`src/rtl/pgc_pkg.sv`:
```
// constants for the generator C timebase and configuration block
package pgc_pkg;
	localparam int          ADDR_W      = 8;
	localparam int          DATA_W      = 32;
	localparam int          CNT_W       = 15;
	localparam int          DT_W        = 12;
	// register indices; byte address is four times the index
	localparam logic [5:0]  IDX_FQC     = 6'h31;
	localparam logic [5:0]  IDX_CNT     = 6'h32;
	localparam logic [5:0]  IDX_MOD     = 6'h34;
	localparam logic [5:0]  IDX_DTM     = 6'h36;
	localparam logic [5:0]  IDX_CTRL    = 6'h38;
	// frequency control fields
	localparam int          FQC_FLAG    = 0;
	localparam int          FQC_PRSC    = 1;
	localparam int          FQC_HALF    = 3;
	localparam int          FQC_LDFQ    = 4;
	// control register fields
	localparam int          CTL_MTG     = 0;
	localparam int          CTL_GEN_EN  = 1;
	localparam int          CTL_EDGE    = 2;
	localparam int          CTL_LDOK    = 3;
	localparam int          CTL_IRQ_EN  = 4;
	localparam int          CTL_WP      = 5;
	// reset values and response codes
	localparam logic [11:0] DT_RST      = 12'h0fff;
	localparam logic [14:0] MOD_RST     = 15'h0001;
	localparam logic [3:0]  LDFQ_RST    = 4'h0;
	localparam logic [1:0]  PRSC_RST    = 2'h0;
	localparam logic [1:0]  RESP_OKAY   = 2'h0;
	localparam logic [1:0]  RESP_SLVERR = 2'h2;
	typedef enum logic {
		CNT_UP   = 1'b0,
		CNT_DOWN = 1'b1
	} pgc_dir_t;
endpackage

```
`src/rtl/pgc_timebase.sv`:
```
// generator C timebase, reload logic, registers and deadtime pair
`timescale 1ns/1ps
// Notes on behaviour
// - frequency, modulus and deadtime writes only accepted in multi-generator mode
// - reload once every field-plus-one opportunities
// - new reload frequency applies after current load cycle, ignoring load-okay
// - reload frequency reads return the buffered value
// - half-cycle bit adds reloads in center-aligned mode only
// - prescaler divides bus clock by 1, 2, 4 or 8
// - prescaler buffered, applied at next reload only with load-okay set
// - reload flag sets at every reload cycle
// - flag clears by reading it set then writing one
// - a reload between that read and write keeps the flag set
// - clearing the flag withdraws the pending interrupt request
// - counter register is read-only and shows the live counter
// - modulus is a 15-bit period in PWM clocks in edge-aligned mode, half the period in center-aligned mode
// - modulus buffered, used after load-okay at next load cycle
// - deadtime writes ignored once write-protect is set
// - deadtime is 12 bits, reset to 0x0FFF
// - deadtime lasts divisor times count minus one; divisor one gives count
// - load-okay set by read-zero-then-write-one, cleared at reload or by zero
// - interrupt request raised only while reload interrupt enable is set
// - generator C runs only in multi-generator mode
module pgc_timebase (
	input  wire logic                       clk,
	input  wire logic                       rstn,
	input  wire logic [pgc_pkg::ADDR_W-1:0] awaddr,
	input  wire logic                       awvalid,
	output logic                            awready,
	input  wire logic [pgc_pkg::DATA_W-1:0] wdata,
	input  wire logic [3:0]                 wstrb,
	input  wire logic                       wvalid,
	output logic                            wready,
	output logic [1:0]                      bresp,
	output logic                            bvalid,
	input  wire logic                       bready,
	input  wire logic [pgc_pkg::ADDR_W-1:0] araddr,
	input  wire logic                       arvalid,
	output logic                            arready,
	output logic [pgc_pkg::DATA_W-1:0]      rdata,
	output logic [1:0]                      rresp,
	output logic                            rvalid,
	input  wire logic                       rready,
	input  wire logic                       pairDrive,
	output logic                            pwmTop,
	output logic                            pwmBot,
	output logic                            reloadIrq
);
	import pgc_pkg::*;

	logic [ADDR_W-1:0] awAddr_q;
	logic              awHeld_q;
	logic [DATA_W-1:0] wData_q;
	logic [3:0]        wStrb_q;
	logic              wHeld_q;
	logic              awReady_q, wReady_q, bValid_q, arReady_q, rValid_q;
	logic [1:0]        bResp_q, rResp_q;
	logic [DATA_W-1:0] rData_q;
	logic              mtg_q, genEn_q, edge_q, ldok_q, irqEn_q, wp_q;
	logic              ldokArm_q, flag_q, flagArm_q, half_q;
	logic [3:0]        ldfqBuf_q, ldfqAct_q, oppCnt_q;
	logic [1:0]        prscBuf_q, prscAct_q;
	logic [14:0]       modBuf_q, modAct_q, cnt_q;
	logic [11:0]       dtm_q;
	logic [2:0]        divCnt_q;
	pgc_dir_t          dir_q;
	logic              drvLast_q, top_q, bot_q, irq_q;
	logic [15:0]       dtCnt_q;

	logic              wrDo, arTake, running, tick, wrap, topEv, botEv;
	logic              opp, reloadEv, lane0, lane1, flagClr, mapW, mapR;
	logic [5:0]        wIdx, rIdx;
	logic [2:0]        divMax;
	logic [15:0]       prod, dtCycles;
	logic [DATA_W-1:0] rdMux;

	assign wrDo    = awHeld_q && wHeld_q && !bValid_q;
	assign arTake  = arvalid && arReady_q;
	assign wIdx    = awAddr_q[7:2];
	assign rIdx    = araddr[7:2];
	assign lane0   = wStrb_q[0];
	assign lane1   = wStrb_q[1];
	assign running = mtg_q && genEn_q;
	assign mapW    = wIdx == IDX_FQC || wIdx == IDX_CNT || wIdx == IDX_MOD
		|| wIdx == IDX_DTM || wIdx == IDX_CTRL;
	assign mapR    = rIdx == IDX_FQC || rIdx == IDX_CNT || rIdx == IDX_MOD
		|| rIdx == IDX_DTM || rIdx == IDX_CTRL;

	// write address and data taken in either order, answered together
	always_ff @(posedge clk or negedge rstn) begin
		if (!rstn) begin
			awAddr_q  <= '0;
			awHeld_q  <= 1'b0;
			awReady_q <= 1'b1;
		end else if (awvalid && awReady_q) begin
			awAddr_q  <= awaddr;
			awHeld_q  <= 1'b1;
			awReady_q <= 1'b0;
		end else if (bValid_q && bready) begin
			awHeld_q  <= 1'b0;
			awReady_q <= 1'b1;
		end
	end

	always_ff @(posedge clk or negedge rstn) begin
		if (!rstn) begin
			wData_q  <= '0;
			wStrb_q  <= '0;
			wHeld_q  <= 1'b0;
			wReady_q <= 1'b1;
		end else if (wvalid && wReady_q) begin
			wData_q  <= wdata;
			wStrb_q  <= wstrb;
			wHeld_q  <= 1'b1;
			wReady_q <= 1'b0;
		end else if (bValid_q && bready) begin
			wHeld_q  <= 1'b0;
			wReady_q <= 1'b1;
		end
	end

	always_ff @(posedge clk or negedge rstn) begin
		if (!rstn) begin
			bValid_q <= 1'b0;
			bResp_q  <= RESP_OKAY;
		end else if (wrDo) begin
			bValid_q <= 1'b1;
			bResp_q  <= mapW ? RESP_OKAY : RESP_SLVERR;
		end else if (bValid_q && bready) begin
			bValid_q <= 1'b0;
		end
	end

	// read answer one cycle after the address is taken
	always_comb begin
		rdMux = '0;
		case (rIdx)
			IDX_FQC: begin
				rdMux[FQC_LDFQ +: 4] = ldfqBuf_q;
				rdMux[FQC_HALF]      = half_q;
				rdMux[FQC_PRSC +: 2] = prscBuf_q;
				rdMux[FQC_FLAG]      = flag_q;
			end
			IDX_CNT: rdMux[14:0] = cnt_q;
			IDX_MOD: rdMux[14:0] = modBuf_q;
			IDX_DTM: rdMux[11:0] = dtm_q;
			IDX_CTRL: begin
				rdMux[CTL_MTG]    = mtg_q;
				rdMux[CTL_GEN_EN] = genEn_q && mtg_q;
				rdMux[CTL_EDGE]   = edge_q;
				rdMux[CTL_LDOK]   = ldok_q && mtg_q;
				rdMux[CTL_IRQ_EN] = irqEn_q && mtg_q;
				rdMux[CTL_WP]     = wp_q;
			end
			default: rdMux = '0;
		endcase
	end

	always_ff @(posedge clk or negedge rstn) begin
		if (!rstn) begin
			arReady_q <= 1'b1;
			rValid_q  <= 1'b0;
			rData_q   <= '0;
			rResp_q   <= RESP_OKAY;
		end else if (arTake) begin
			arReady_q <= 1'b0;
			rValid_q  <= 1'b1;
			rData_q   <= rdMux;
			rResp_q   <= mapR ? RESP_OKAY : RESP_SLVERR;
		end else if (rValid_q && rready) begin
			arReady_q <= 1'b1;
			rValid_q  <= 1'b0;
		end
	end

	// control register; write-protect only ever sets
	always_ff @(posedge clk or negedge rstn) begin
		if (!rstn) begin
			mtg_q   <= 1'b0;
			genEn_q <= 1'b0;
			edge_q  <= 1'b0;
			irqEn_q <= 1'b0;
			wp_q    <= 1'b0;
		end else if (wrDo && wIdx == IDX_CTRL && lane0) begin
			mtg_q  <= wData_q[CTL_MTG];
			edge_q <= wData_q[CTL_EDGE];
			wp_q   <= wp_q || wData_q[CTL_WP];
			if (mtg_q) begin
				genEn_q <= wData_q[CTL_GEN_EN];
				irqEn_q <= wData_q[CTL_IRQ_EN];
			end
		end
	end

	// load-okay needs a read of zero before a one sticks
	always_ff @(posedge clk or negedge rstn) begin
		if (!rstn) begin
			ldok_q    <= 1'b0;
			ldokArm_q <= 1'b0;
		end else if (wrDo && wIdx == IDX_CTRL && lane0 && mtg_q) begin
			ldokArm_q <= 1'b0;
			if (!wData_q[CTL_LDOK])
				ldok_q <= 1'b0;
			else if (ldokArm_q)
				ldok_q <= 1'b1;
			else if (reloadEv)
				ldok_q <= 1'b0;
		end else begin
			if (reloadEv)
				ldok_q <= 1'b0;
			if (arTake && rIdx == IDX_CTRL && mtg_q && !ldok_q)
				ldokArm_q <= 1'b1;
		end
	end

	// written fields of frequency control, modulus buffer and deadtime (deadtime used directly)
	always_ff @(posedge clk or negedge rstn) begin
		if (!rstn) begin
			ldfqBuf_q <= LDFQ_RST;
			half_q    <= 1'b0;
			prscBuf_q <= PRSC_RST;
			modBuf_q  <= MOD_RST;
			dtm_q     <= DT_RST;
		end else if (wrDo && mtg_q) begin
			if (wIdx == IDX_FQC && lane0) begin
				ldfqBuf_q <= wData_q[FQC_LDFQ +: 4];
				half_q    <= wData_q[FQC_HALF];
				prscBuf_q <= wData_q[FQC_PRSC +: 2];
			end
			if (wIdx == IDX_MOD) begin
				if (lane0)
					modBuf_q[7:0] <= wData_q[7:0];
				if (lane1)
					modBuf_q[14:8] <= wData_q[14:8];
			end
			if (wIdx == IDX_DTM && !wp_q) begin
				if (lane0)
					dtm_q[7:0] <= wData_q[7:0];
				if (lane1)
					dtm_q[11:8] <= wData_q[11:8];
			end
		end
	end

	// prescaler
	always_comb begin
		case (prscAct_q)
			2'h0: divMax = 3'h0;
			2'h1: divMax = 3'h1;
			2'h2: divMax = 3'h3;
			default: divMax = 3'h7;
		endcase
	end
	assign tick = running && divCnt_q == divMax;

	always_ff @(posedge clk or negedge rstn) begin
		if (!rstn)
			divCnt_q <= '0;
		else if (!running || tick)
			divCnt_q <= '0;
		else
			divCnt_q <= divCnt_q + 3'h1;
	end

	// counter events; zero modulus is the caller's fault and not guarded
	assign wrap  = tick && edge_q && cnt_q + 15'h0001 >= modAct_q;
	assign topEv = tick && !edge_q && dir_q == CNT_UP && cnt_q >= modAct_q;
	// bottom fires on leaving zero, like top on leaving modulus: even halves
	assign botEv = tick && !edge_q && dir_q == CNT_DOWN
		&& cnt_q == 15'h0000;
	assign opp      = wrap || botEv || (topEv && half_q);
	assign reloadEv = opp && oppCnt_q == ldfqAct_q;

	always_ff @(posedge clk or negedge rstn) begin
		if (!rstn) begin
			cnt_q <= '0;
			dir_q <= CNT_UP;
		end else if (!running) begin
			cnt_q <= '0;
			dir_q <= CNT_UP;
		end else if (tick) begin
			if (wrap) begin
				cnt_q <= '0;
			end else if (edge_q) begin
				cnt_q <= cnt_q + 15'h0001;
			end else if (topEv) begin
				cnt_q <= cnt_q - 15'h0001;
				dir_q <= CNT_DOWN;
			end else if (botEv) begin
				cnt_q <= 15'h0001;
				dir_q <= CNT_UP;
			end else if (dir_q == CNT_UP) begin
				cnt_q <= cnt_q + 15'h0001;
			end else begin
				cnt_q <= cnt_q - 15'h0001;
			end
		end
	end

	always_ff @(posedge clk or negedge rstn) begin
		if (!rstn)
			oppCnt_q <= '0;
		else if (!running || reloadEv)
			oppCnt_q <= '0;
		else if (opp)
			oppCnt_q <= oppCnt_q + 4'h1;
	end

	// values in use change only at a reload
	always_ff @(posedge clk or negedge rstn) begin
		if (!rstn) begin
			ldfqAct_q <= LDFQ_RST;
			prscAct_q <= PRSC_RST;
			modAct_q  <= MOD_RST;
		end else if (reloadEv) begin
			ldfqAct_q <= ldfqBuf_q;
			if (ldok_q) begin
				prscAct_q <= prscBuf_q;
				modAct_q  <= modBuf_q;
			end
		end
	end

	// reload flag: a reload wins over a clear in the same cycle
	assign flagClr = wrDo && mtg_q && wIdx == IDX_FQC && lane0
		&& wData_q[FQC_FLAG] && flagArm_q;

	always_ff @(posedge clk or negedge rstn) begin
		if (!rstn) begin
			flag_q    <= 1'b0;
			flagArm_q <= 1'b0;
		end else begin
			if (reloadEv)
				flag_q <= 1'b1;
			else if (flagClr)
				flag_q <= 1'b0;
			if (reloadEv)
				flagArm_q <= 1'b0;
			else if (arTake && rIdx == IDX_FQC && flag_q)
				flagArm_q <= 1'b1;
			else if (wrDo && wIdx == IDX_FQC)
				flagArm_q <= 1'b0;
		end
	end

	always_ff @(posedge clk or negedge rstn) begin
		if (!rstn)
			irq_q <= 1'b0;
		else
			irq_q <= flag_q && irqEn_q && mtg_q;
	end

	// deadtime in bus clocks; divisor one is the exact count
	assign prod = {13'h0000, divMax} * 16'h0001 + 16'h0001;
	always_comb begin
		dtCycles = 16'(prod * {4'h0, dtm_q});
		if (dtm_q == 12'h000)
			dtCycles = '0;
		else if (divMax != 3'h0)
			dtCycles = dtCycles - 16'h0001;
	end

	// both switches off while the timer is stopped, so no shoot-through
	always_ff @(posedge clk or negedge rstn) begin
		if (!rstn) begin
			drvLast_q <= 1'b0;
			dtCnt_q   <= '0;
			top_q     <= 1'b0;
			bot_q     <= 1'b0;
		end else if (!running) begin
			drvLast_q <= pairDrive;
			dtCnt_q   <= '0;
			top_q     <= 1'b0;
			bot_q     <= 1'b0;
		end else begin
			drvLast_q <= pairDrive;
			if (pairDrive != drvLast_q && dtCycles != 16'h0000) begin
				dtCnt_q <= dtCycles - 16'h0001;
				top_q   <= 1'b0;
				bot_q   <= 1'b0;
			end else if (dtCnt_q != 16'h0000) begin
				dtCnt_q <= dtCnt_q - 16'h0001;
				top_q   <= 1'b0;
				bot_q   <= 1'b0;
			end else begin
				top_q <= pairDrive;
				bot_q <= !pairDrive;
			end
		end
	end

	assign awready   = awReady_q;
	assign wready    = wReady_q;
	assign bvalid    = bValid_q;
	assign bresp     = bResp_q;
	assign arready   = arReady_q;
	assign rvalid    = rValid_q;
	assign rdata     = rData_q;
	assign rresp     = rResp_q;
	assign pwmTop    = top_q;
	assign pwmBot    = bot_q;
	assign reloadIrq = irq_q;
endmodule

```
`config.mk`:
```
export PLATFORM = sky130hd
export DESIGN_NAME = pgc_timebase
export DESIGN_NICKNAME = d
export VERILOG_FILES = /design/src/rtl/pgc_pkg.sv /design/src/rtl/pgc_timebase.sv
export SDC_FILE = /design/constraint.sdc
export NUM_CORES = 1
export LEC_CHECK = 0
export ABC_AREA = 1
export BUFFER_PORTS_ARGS = -buffer_cell sky130_fd_sc_hd__buf_2
export CAP_MARGIN = 30
export CORE_MARGIN = 2
export CORE_UTILIZATION = 45
export CTS_CLUSTER_SIZE = 28
export DETAILED_ROUTE_END_ITERATION = 16
export GPL_ROUTABILITY_DRIVEN = 0
export MAX_ROUTING_LAYER = met4
export PLACE_DENSITY_LB_ADDON = 0.05
export SLEW_MARGIN = 20
export SYNTH_ARGS = -nofsm -noshare
export SYNTH_HDL_FRONTEND = slang
export SYNTH_SLANG_ARGS = --single-unit
```
`constraint.sdc`:
```
create_clock -name clk -period 6.9 [get_ports clk]
set_input_delay 0.345 -clock clk [delete_from_list [all_inputs] [get_ports clk]]
set_output_delay 0.345 -clock clk [all_outputs]
set_load 0.01 [all_outputs]
```
Word-level counts from Yosys, hierarchy flattened
Cells that the tools add are included.
Word-level totals
  flip-flop bits (word level): 158
  input port bits: 60
  output and inout bits: 44
  word-level logic and storage cells: 209
Cells by class
  $add $sub $neg: 8
  multiply operators: 1
  magnitude comparators: 2
  equal/unequal tests: 20
  muxes and demuxes: 56
  bitwise gates (word level): 1
  reductions and logical operators: 80
Operator list (count)
  $mux 15: 7
  $mux 16: 5
  $eq 6x6->1 const B: 10
  $sub 16x1->16 const B: 3
  $logic_and 1x1->1: 39
  $mux 1: 34
  $reduce_bool 16->1: 2
  $ge 15x15->1: 2
  $pmux 6 s5: 1
  $mul 4x12->16: 1
  $add 15x1->15 const B: 1
  $logic_not 15->1: 1
  $sub 15x1->15 const B: 1
  $reduce_bool 2->1: 7
  $logic_or 1x1->1: 13
  $logic_not 12->1: 1
  $pmux 4 s3: 1
  $reduce_and 3->1: 4
  $pmux 3 s3: 1
  $mux 4: 2
  $pmux 2 s4: 1
  $logic_not 1->1: 6
  $ne 3x1->1 const B: 2
  $pmux 3 s2: 1
  other kinds (17): 22

Depth between registers and ports, before layout
  word-level depth: 14
  mapped depth: 35
  gate-level depth less buffers: 34

Least setup slack after synthesis
Ideal clock, no wire load.
  kind: reg2reg
  start point: register prscAct_q[1]
  end point: register dtCnt_q[8]
  library setup time: 0.123 ns
  data arrival time: 4.671 ns
  data required time: 6.777 ns
  path slack: 2.106 ns
  stages on the path, launching flop included: 30
  cells stage by stage: dfrtp_1 inv_2 nor2_1 clkinv_1 nor2_1 fa_1 fa_1 fa_1 nor2_1 nand3_2 nor2_4 nand3_2 nor2_2 nand3_2 nor2_4 nand3_1 nand3_1 nand2_1 inv_1 nand3_4 nand2_4 buf_6 nand2_1 nand2_2 ha_1 nand2_1 nor2_4 nand2_2 o21ai_0 a21oi_1
Between the ends
  cells in the longest elaborated chain, start to end: 11
  elaborated cells between the ends (all ways): 16
  those cells by class: add/sub (3); mul (1); eq/ne (3); mux (5); reduce/logical (4)
Ends and longest elaborated chain
  from (decl): RTL line pgc_timebase.sv:62  | logic [1:0] prscBuf_q, prscAct_q;
  from (signal assigned): RTL line pgc_timebase.sv:318  | prscAct_q <= prscBuf_q;
  $eq 2x2->1, or another cell as far along: RTL line pgc_timebase.sv:247  | case (prscAct_q)
  $pmux 3 s3 (*): RTL line pgc_timebase.sv:247
  $add 3x1->4: RTL line pgc_timebase.sv:354  | assign prod = {13'h0000, divMax} * 16'h0001 + 16'h0001;
  $mul 4x12->16: RTL line pgc_timebase.sv:356  | dtCycles = 16'(prod * {4'h0, dtm_q});
  $sub 16x1->16: RTL line pgc_timebase.sv:360  | dtCycles = dtCycles - 16'h0001;
  $mux 16 (*): RTL line pgc_timebase.sv:359  | else if (divMax != 3'h0)
  $mux 16 (*): RTL line pgc_timebase.sv:357  | if (dtm_q == 12'h000)
  branches (longest 4 deep; another with $sub 16x1->16)
  to (signal assigned): RTL line pgc_timebase.sv:378  | dtCnt_q <= dtCycles - 16'h0001;
  to (signal assigned): RTL line pgc_timebase.sv:382  | dtCnt_q <= dtCnt_q - 16'h0001;
  to (decl): RTL line pgc_timebase.sv:68  | logic [15:0] dtCnt_q;
Every way passes the cells marked *.
A chain may end at the register's enable or synchronous reset.

Final worst setup path
  start point: register prscAct_q[1]
  end point: register dtCnt_q[10]
The elaborated chain is that of the path after synthesis.

==> summary.md <==
| Metric | Value |
|---|---|
| Top cells by area, synth | dfrtp_1, nand2_1, inv_1 |
| Compound-gate portion of the synthesized area | between 10% and 20% |
| Library cells used by synthesis | 50 |
| Multi-input gate area | approximately 0.0061 mm^2 |
| Cells on worst reg2reg path | 31 |
| Met2 GRT Util | between 30% and 40% |
| Max Cap Viol | 0 |
| Root Driver | clkbuf_16 |
| Final-stage net count | about 1700 |
| CTS max path bufs | 2 |
| Instance count on the critical path | 31 |
| Post-layout util | 50.49% |
| Post-DRT Antenna Nets | 0 |
| Busiest layer in global routing | met2 |
| Max frequency | around 170 MHz |
| Slowest CP cell | fa_1 |
| Routed len/inst | approximately 15 um |
| Status | finished clean |
| RSZ-0062 raised after global routing | no |
| Largest family of logic cells by synthesized area | simple AND/OR/NAND/NOR gates |
| Crit path launch type | flop |
| Largest area contributor in the netlist | dfrtp_1 |
| Mapped Cells | 1520 |
| Seq pwr share | between 40% and 50% |
| PD cells | between 200 and 250 mW/mm^2 |
| Post-CTS setup buffer count | 0 |
| Clock Skews | between 0.02 and 0.025 ns |
| Final setup violation count | 0 |
| TritonCTS clock tree | built |
| Crit-path max FO | 25 |
| Main synth FF type | dfrtp_1 |
| Fin crit share | about 87% |
| Die Span X | 160.3 um |
| Post-synth top area share | between 30% and 40% |
| Synth Area in XOR/XNOR | under 10% |
| Clk pin slew, worst setup/hold paths | ~0.08 ns |
| Clk pwr share | 40.6% |
| Die Height | around 160 um |
| Initial cell density of the core | between 40% and 50% |
| Setup crit end | dtCnt_q[10]$_DFFE_PN0P_ |
| Tot Pwr | 2459 uW |
| Largest net degree at the start of global routing | 77 |
| H-tree Lvls | 4 |
| Top delay family on crit path | simple AND/OR/NAND/NOR gates |
| Setup Crit Path Kind | flop to flop |
| Most frequent cells after synthesis | nand2_1, inv_1, nor2_1, dfrtp_1, o21ai_0 |
| Synth warnings | 0 |
| Global-route wire length before repair | around 49000 um |
| Adder-cell area share of the yosys netlist | 10.01% |
| Critical Path Start | prscAct_q[1]$_DFFE_PN0P_ |
| Seq cells post-synth | approximately 150 |
| DRT Pass-1 Iters | 7 |
| Sw Share | 33.16% |
| GR Util All Layers | between 20% and 30% |
| M3 GR Usage | under 10% |
| Worst R2R Start | prscAct_q[1]$_DFFE_PN0P_ |
| Peak VDD IR | approximately 0.00019 V |
| Hold-fix buffers, CTS | 1 |
| Slew headroom | a little over two fifths |
| NetSw | just over 800 uW |
| CP Capture Type | flop |
| FF-to-FF setup slack | ~0.87 ns |
| Routed wire length | around 30000 um |
| CP max stage delay | between 0.5 and 0.6 ns |
| Clock period minus final worst setup slack | 6.027 ns |
| HPWL Detailed | between 20000 and 25000 um |
| Filler cells | about 2400 |
| Max Slew Vio Count | 0 |
| Via Count | 9910 |
| Layout area overhead | 10.99% |
| Cell Count Post-Placement | 1879 |
| TritonCTS Sinks | around 150 |
| Top-Level Pins | 104 |
| IO buf count | ~60 |
| Number of diodes | 0 |
| DRT iter0 DRCs | between 700 and 800 |
| Mean Syn Cell Area | about 7.2 um^2 |
| Post-CTS Resized | 0 |
| Number of global-route vias before repair | 9378 |
| Layout cells sized above 1 | between 10% and 20% |
| Most common cell on crit path | nand2_1 |
| Synth async-reset ratio | 100.0% |
| Row cnt | between 50 and 60 |
| Count leader, synth | nand2_1 |
| Gr ovfl total | 0 |
| Power share of the combinational group | between 10% and 20% |
| WP data required | between 7 and 8 ns |
| Initial antenna violation count | 0 |
| Static leakage | around 0.0065 uW |
| Critical path data arrival time | 6.39 ns |
| DRC violations left | 0 |
| Met1 GRT Util | 35.21% |
| CP bufs+invs | 3 |
| Die Footprint | around 0.026 mm^2 |
| Via density | a little over 5 |
| Num CTS Buffers | 17 |
| Synthesized area | between 0.01 and 0.015 mm^2 |
| Setup_tns | 0 ns |
| Post-route insts no fill | 1912 |
| Count of flip-flops with a built-in enable after synthesis | 0 |
| Core area | approximately 0.024 mm^2 |
| Min-Delay Path Class | input port to flop |
| Post-synthesis sequential area ratio | a little over a third |
| Hold Fails Final Rpt | 0 |
| Clock Latency Late Sink | between 0.4 and 0.5 ns |
| Measured slew at the worst slew-check pin | around 0.86 ns |
| Reg2reg end | dtCnt_q[10]$_DFFE_PN0P_ |
| Sequential cell area | slightly below 0.004 mm^2 |
| Post-Synth Simple-Gate Area | about 30% |
| Mux cell area share after synthesis | less than 1% |
| P_int | about 1600 uW |
cells by family (layout without fill, tap and decap cells):
logic type               after synthesis  after routing
buffers and inverters                267            317
flip-flops                           154            154
XOR/XNOR                              22             22
AND/OR/NAND/NOR                      742            742
adder cells (fa/ha/maj)               76             76
AO/OA/AOI/OAI                        254            254
multiplexers                           4              4
other                                  1             19
power groups by stage:
stage / registers (uW) / clock network [uW] / logic (uW)
after floorplan: 1100 / 0 / 217
after global placement: 1100 / 0 / 373
after detailed placement: 1100 / 0 / 380
after CTS: 1080 / 1020 / 382
after global routing: 1100 / 1050 / 428
final: 1080 / 999 / 375
worst register-to-register path: cells and delay by family, from the launching register on:
family        cells  cell delay [ns]
simple gates     24             3.24
fa+ha+maj         4             1.74
buf+inv           3             0.52
flops             1             0.45
per-layer routing:
metal  up-vias  wire [um]
met2       225      13190
met5         -          0
met1      4662      14780
met4         0        420
met3        29       1236
li1       4994          -
how the worst min path moves through the flow:
stage / from / to / slack [ns] / cells past startpoint
5_1_grt: pairDrive / drvLast_q$_DFF_PN0_ / 0.05 / 1
4_1_cts: pairDrive / drvLast_q$_DFF_PN0_ / 0.05 / 1
3_3_place_gp: rstn / modAct_q[14]$_DFFE_PN0P_ / 0.44 / 1
3_5_place_dp: rstn / modAct_q[12]$_DFFE_PN0P_ / 0.44 / 1
6_report: pairDrive / drvLast_q$_DFF_PN0_ / 0.07 / 1
2_1_floorplan: rstn / awAddr_q[2]$_DFFE_PN0P_ / 0.05 / 0
through the flow:
step | hold slack (ns) | instance area (um^2) | setup slack (ns)
final | 0.06630 | 12210 | 0.8733
after global routing | 0.04946 | 12210 | 0.3313
after CTS | 0.05004 | 12210 | 0.9448
after detailed placement | 0.4356 | 11560 | 0.9732
after global placement | 0.4408 | 11530 | 1.051
after floorplan | 0.04941 | 11070 | 2.106
state kept, by name, summed over array words and instances (netlist names), 3 cells and up:
name       cells
divCnt_q       3
awAddr_q       6
dtCnt_q       16
cnt_q         15
modBuf_q      15
wData_q       15
oppCnt_q       4
ldfqBuf_q      4
dtm_q         12
ldfqAct_q      4
rdata         15
modAct_q      15
cell usage in the layout, fill, tap and decap left out, types with 3 or more instances in the layout:
| cell | synthesis | layout |
|---|---|---|
| dfstp_2 | 17 | 17 |
| clkinv_1 | 6 | 6 |
| conb_1 | 1 | 19 |
| or2_2 | 4 | 4 |
| o21ai_0 | 106 | 106 |
| o31ai_1 | 4 | 4 |
| nand4_1 | 22 | 22 |
| nand2_1 | 346 | 346 |
| nor3_1 | 16 | 16 |
| nand2_4 | 3 | 3 |
| nand2_2 | 24 | 24 |
| o22ai_1 | 16 | 16 |
| clkbuf_16 | 0 | 17 |
| nand3_2 | 7 | 7 |
| o21ai_1 | 5 | 5 |
| nand3_1 | 89 | 89 |
| inv_1 | 203 | 203 |
| a221oi_1 | 5 | 5 |
| a31oi_1 | 3 | 3 |
| mux2_2 | 4 | 4 |
| clkinv_8 | 0 | 8 |
| buf_4 | 20 | 6 |
| ha_1 | 56 | 56 |
| nor4_1 | 6 | 6 |
| xor2_1 | 19 | 19 |
| o211ai_1 | 10 | 10 |
| a21oi_1 | 93 | 93 |
| nand3b_1 | 8 | 8 |
| nor2_1 | 193 | 193 |
| nor2_4 | 6 | 6 |
| inv_2 | 7 | 7 |
| buf_2 | 5 | 60 |
| nor2_2 | 9 | 9 |
| fa_1 | 20 | 20 |
| dfrtp_1 | 137 | 137 |
| xnor2_1 | 3 | 3 |
layout make-up:
type                       instances  area share, %
clock inverter                    15          1.732
multi-input combinational       1117          49.85
inverter                         216          6.642
sequential                       154          31.74
tap                              324          3.321
clock buffer                      17          3.485
timing repair buffer              69          3.229
No activity file was read; power rests on OpenSTA's default activity.
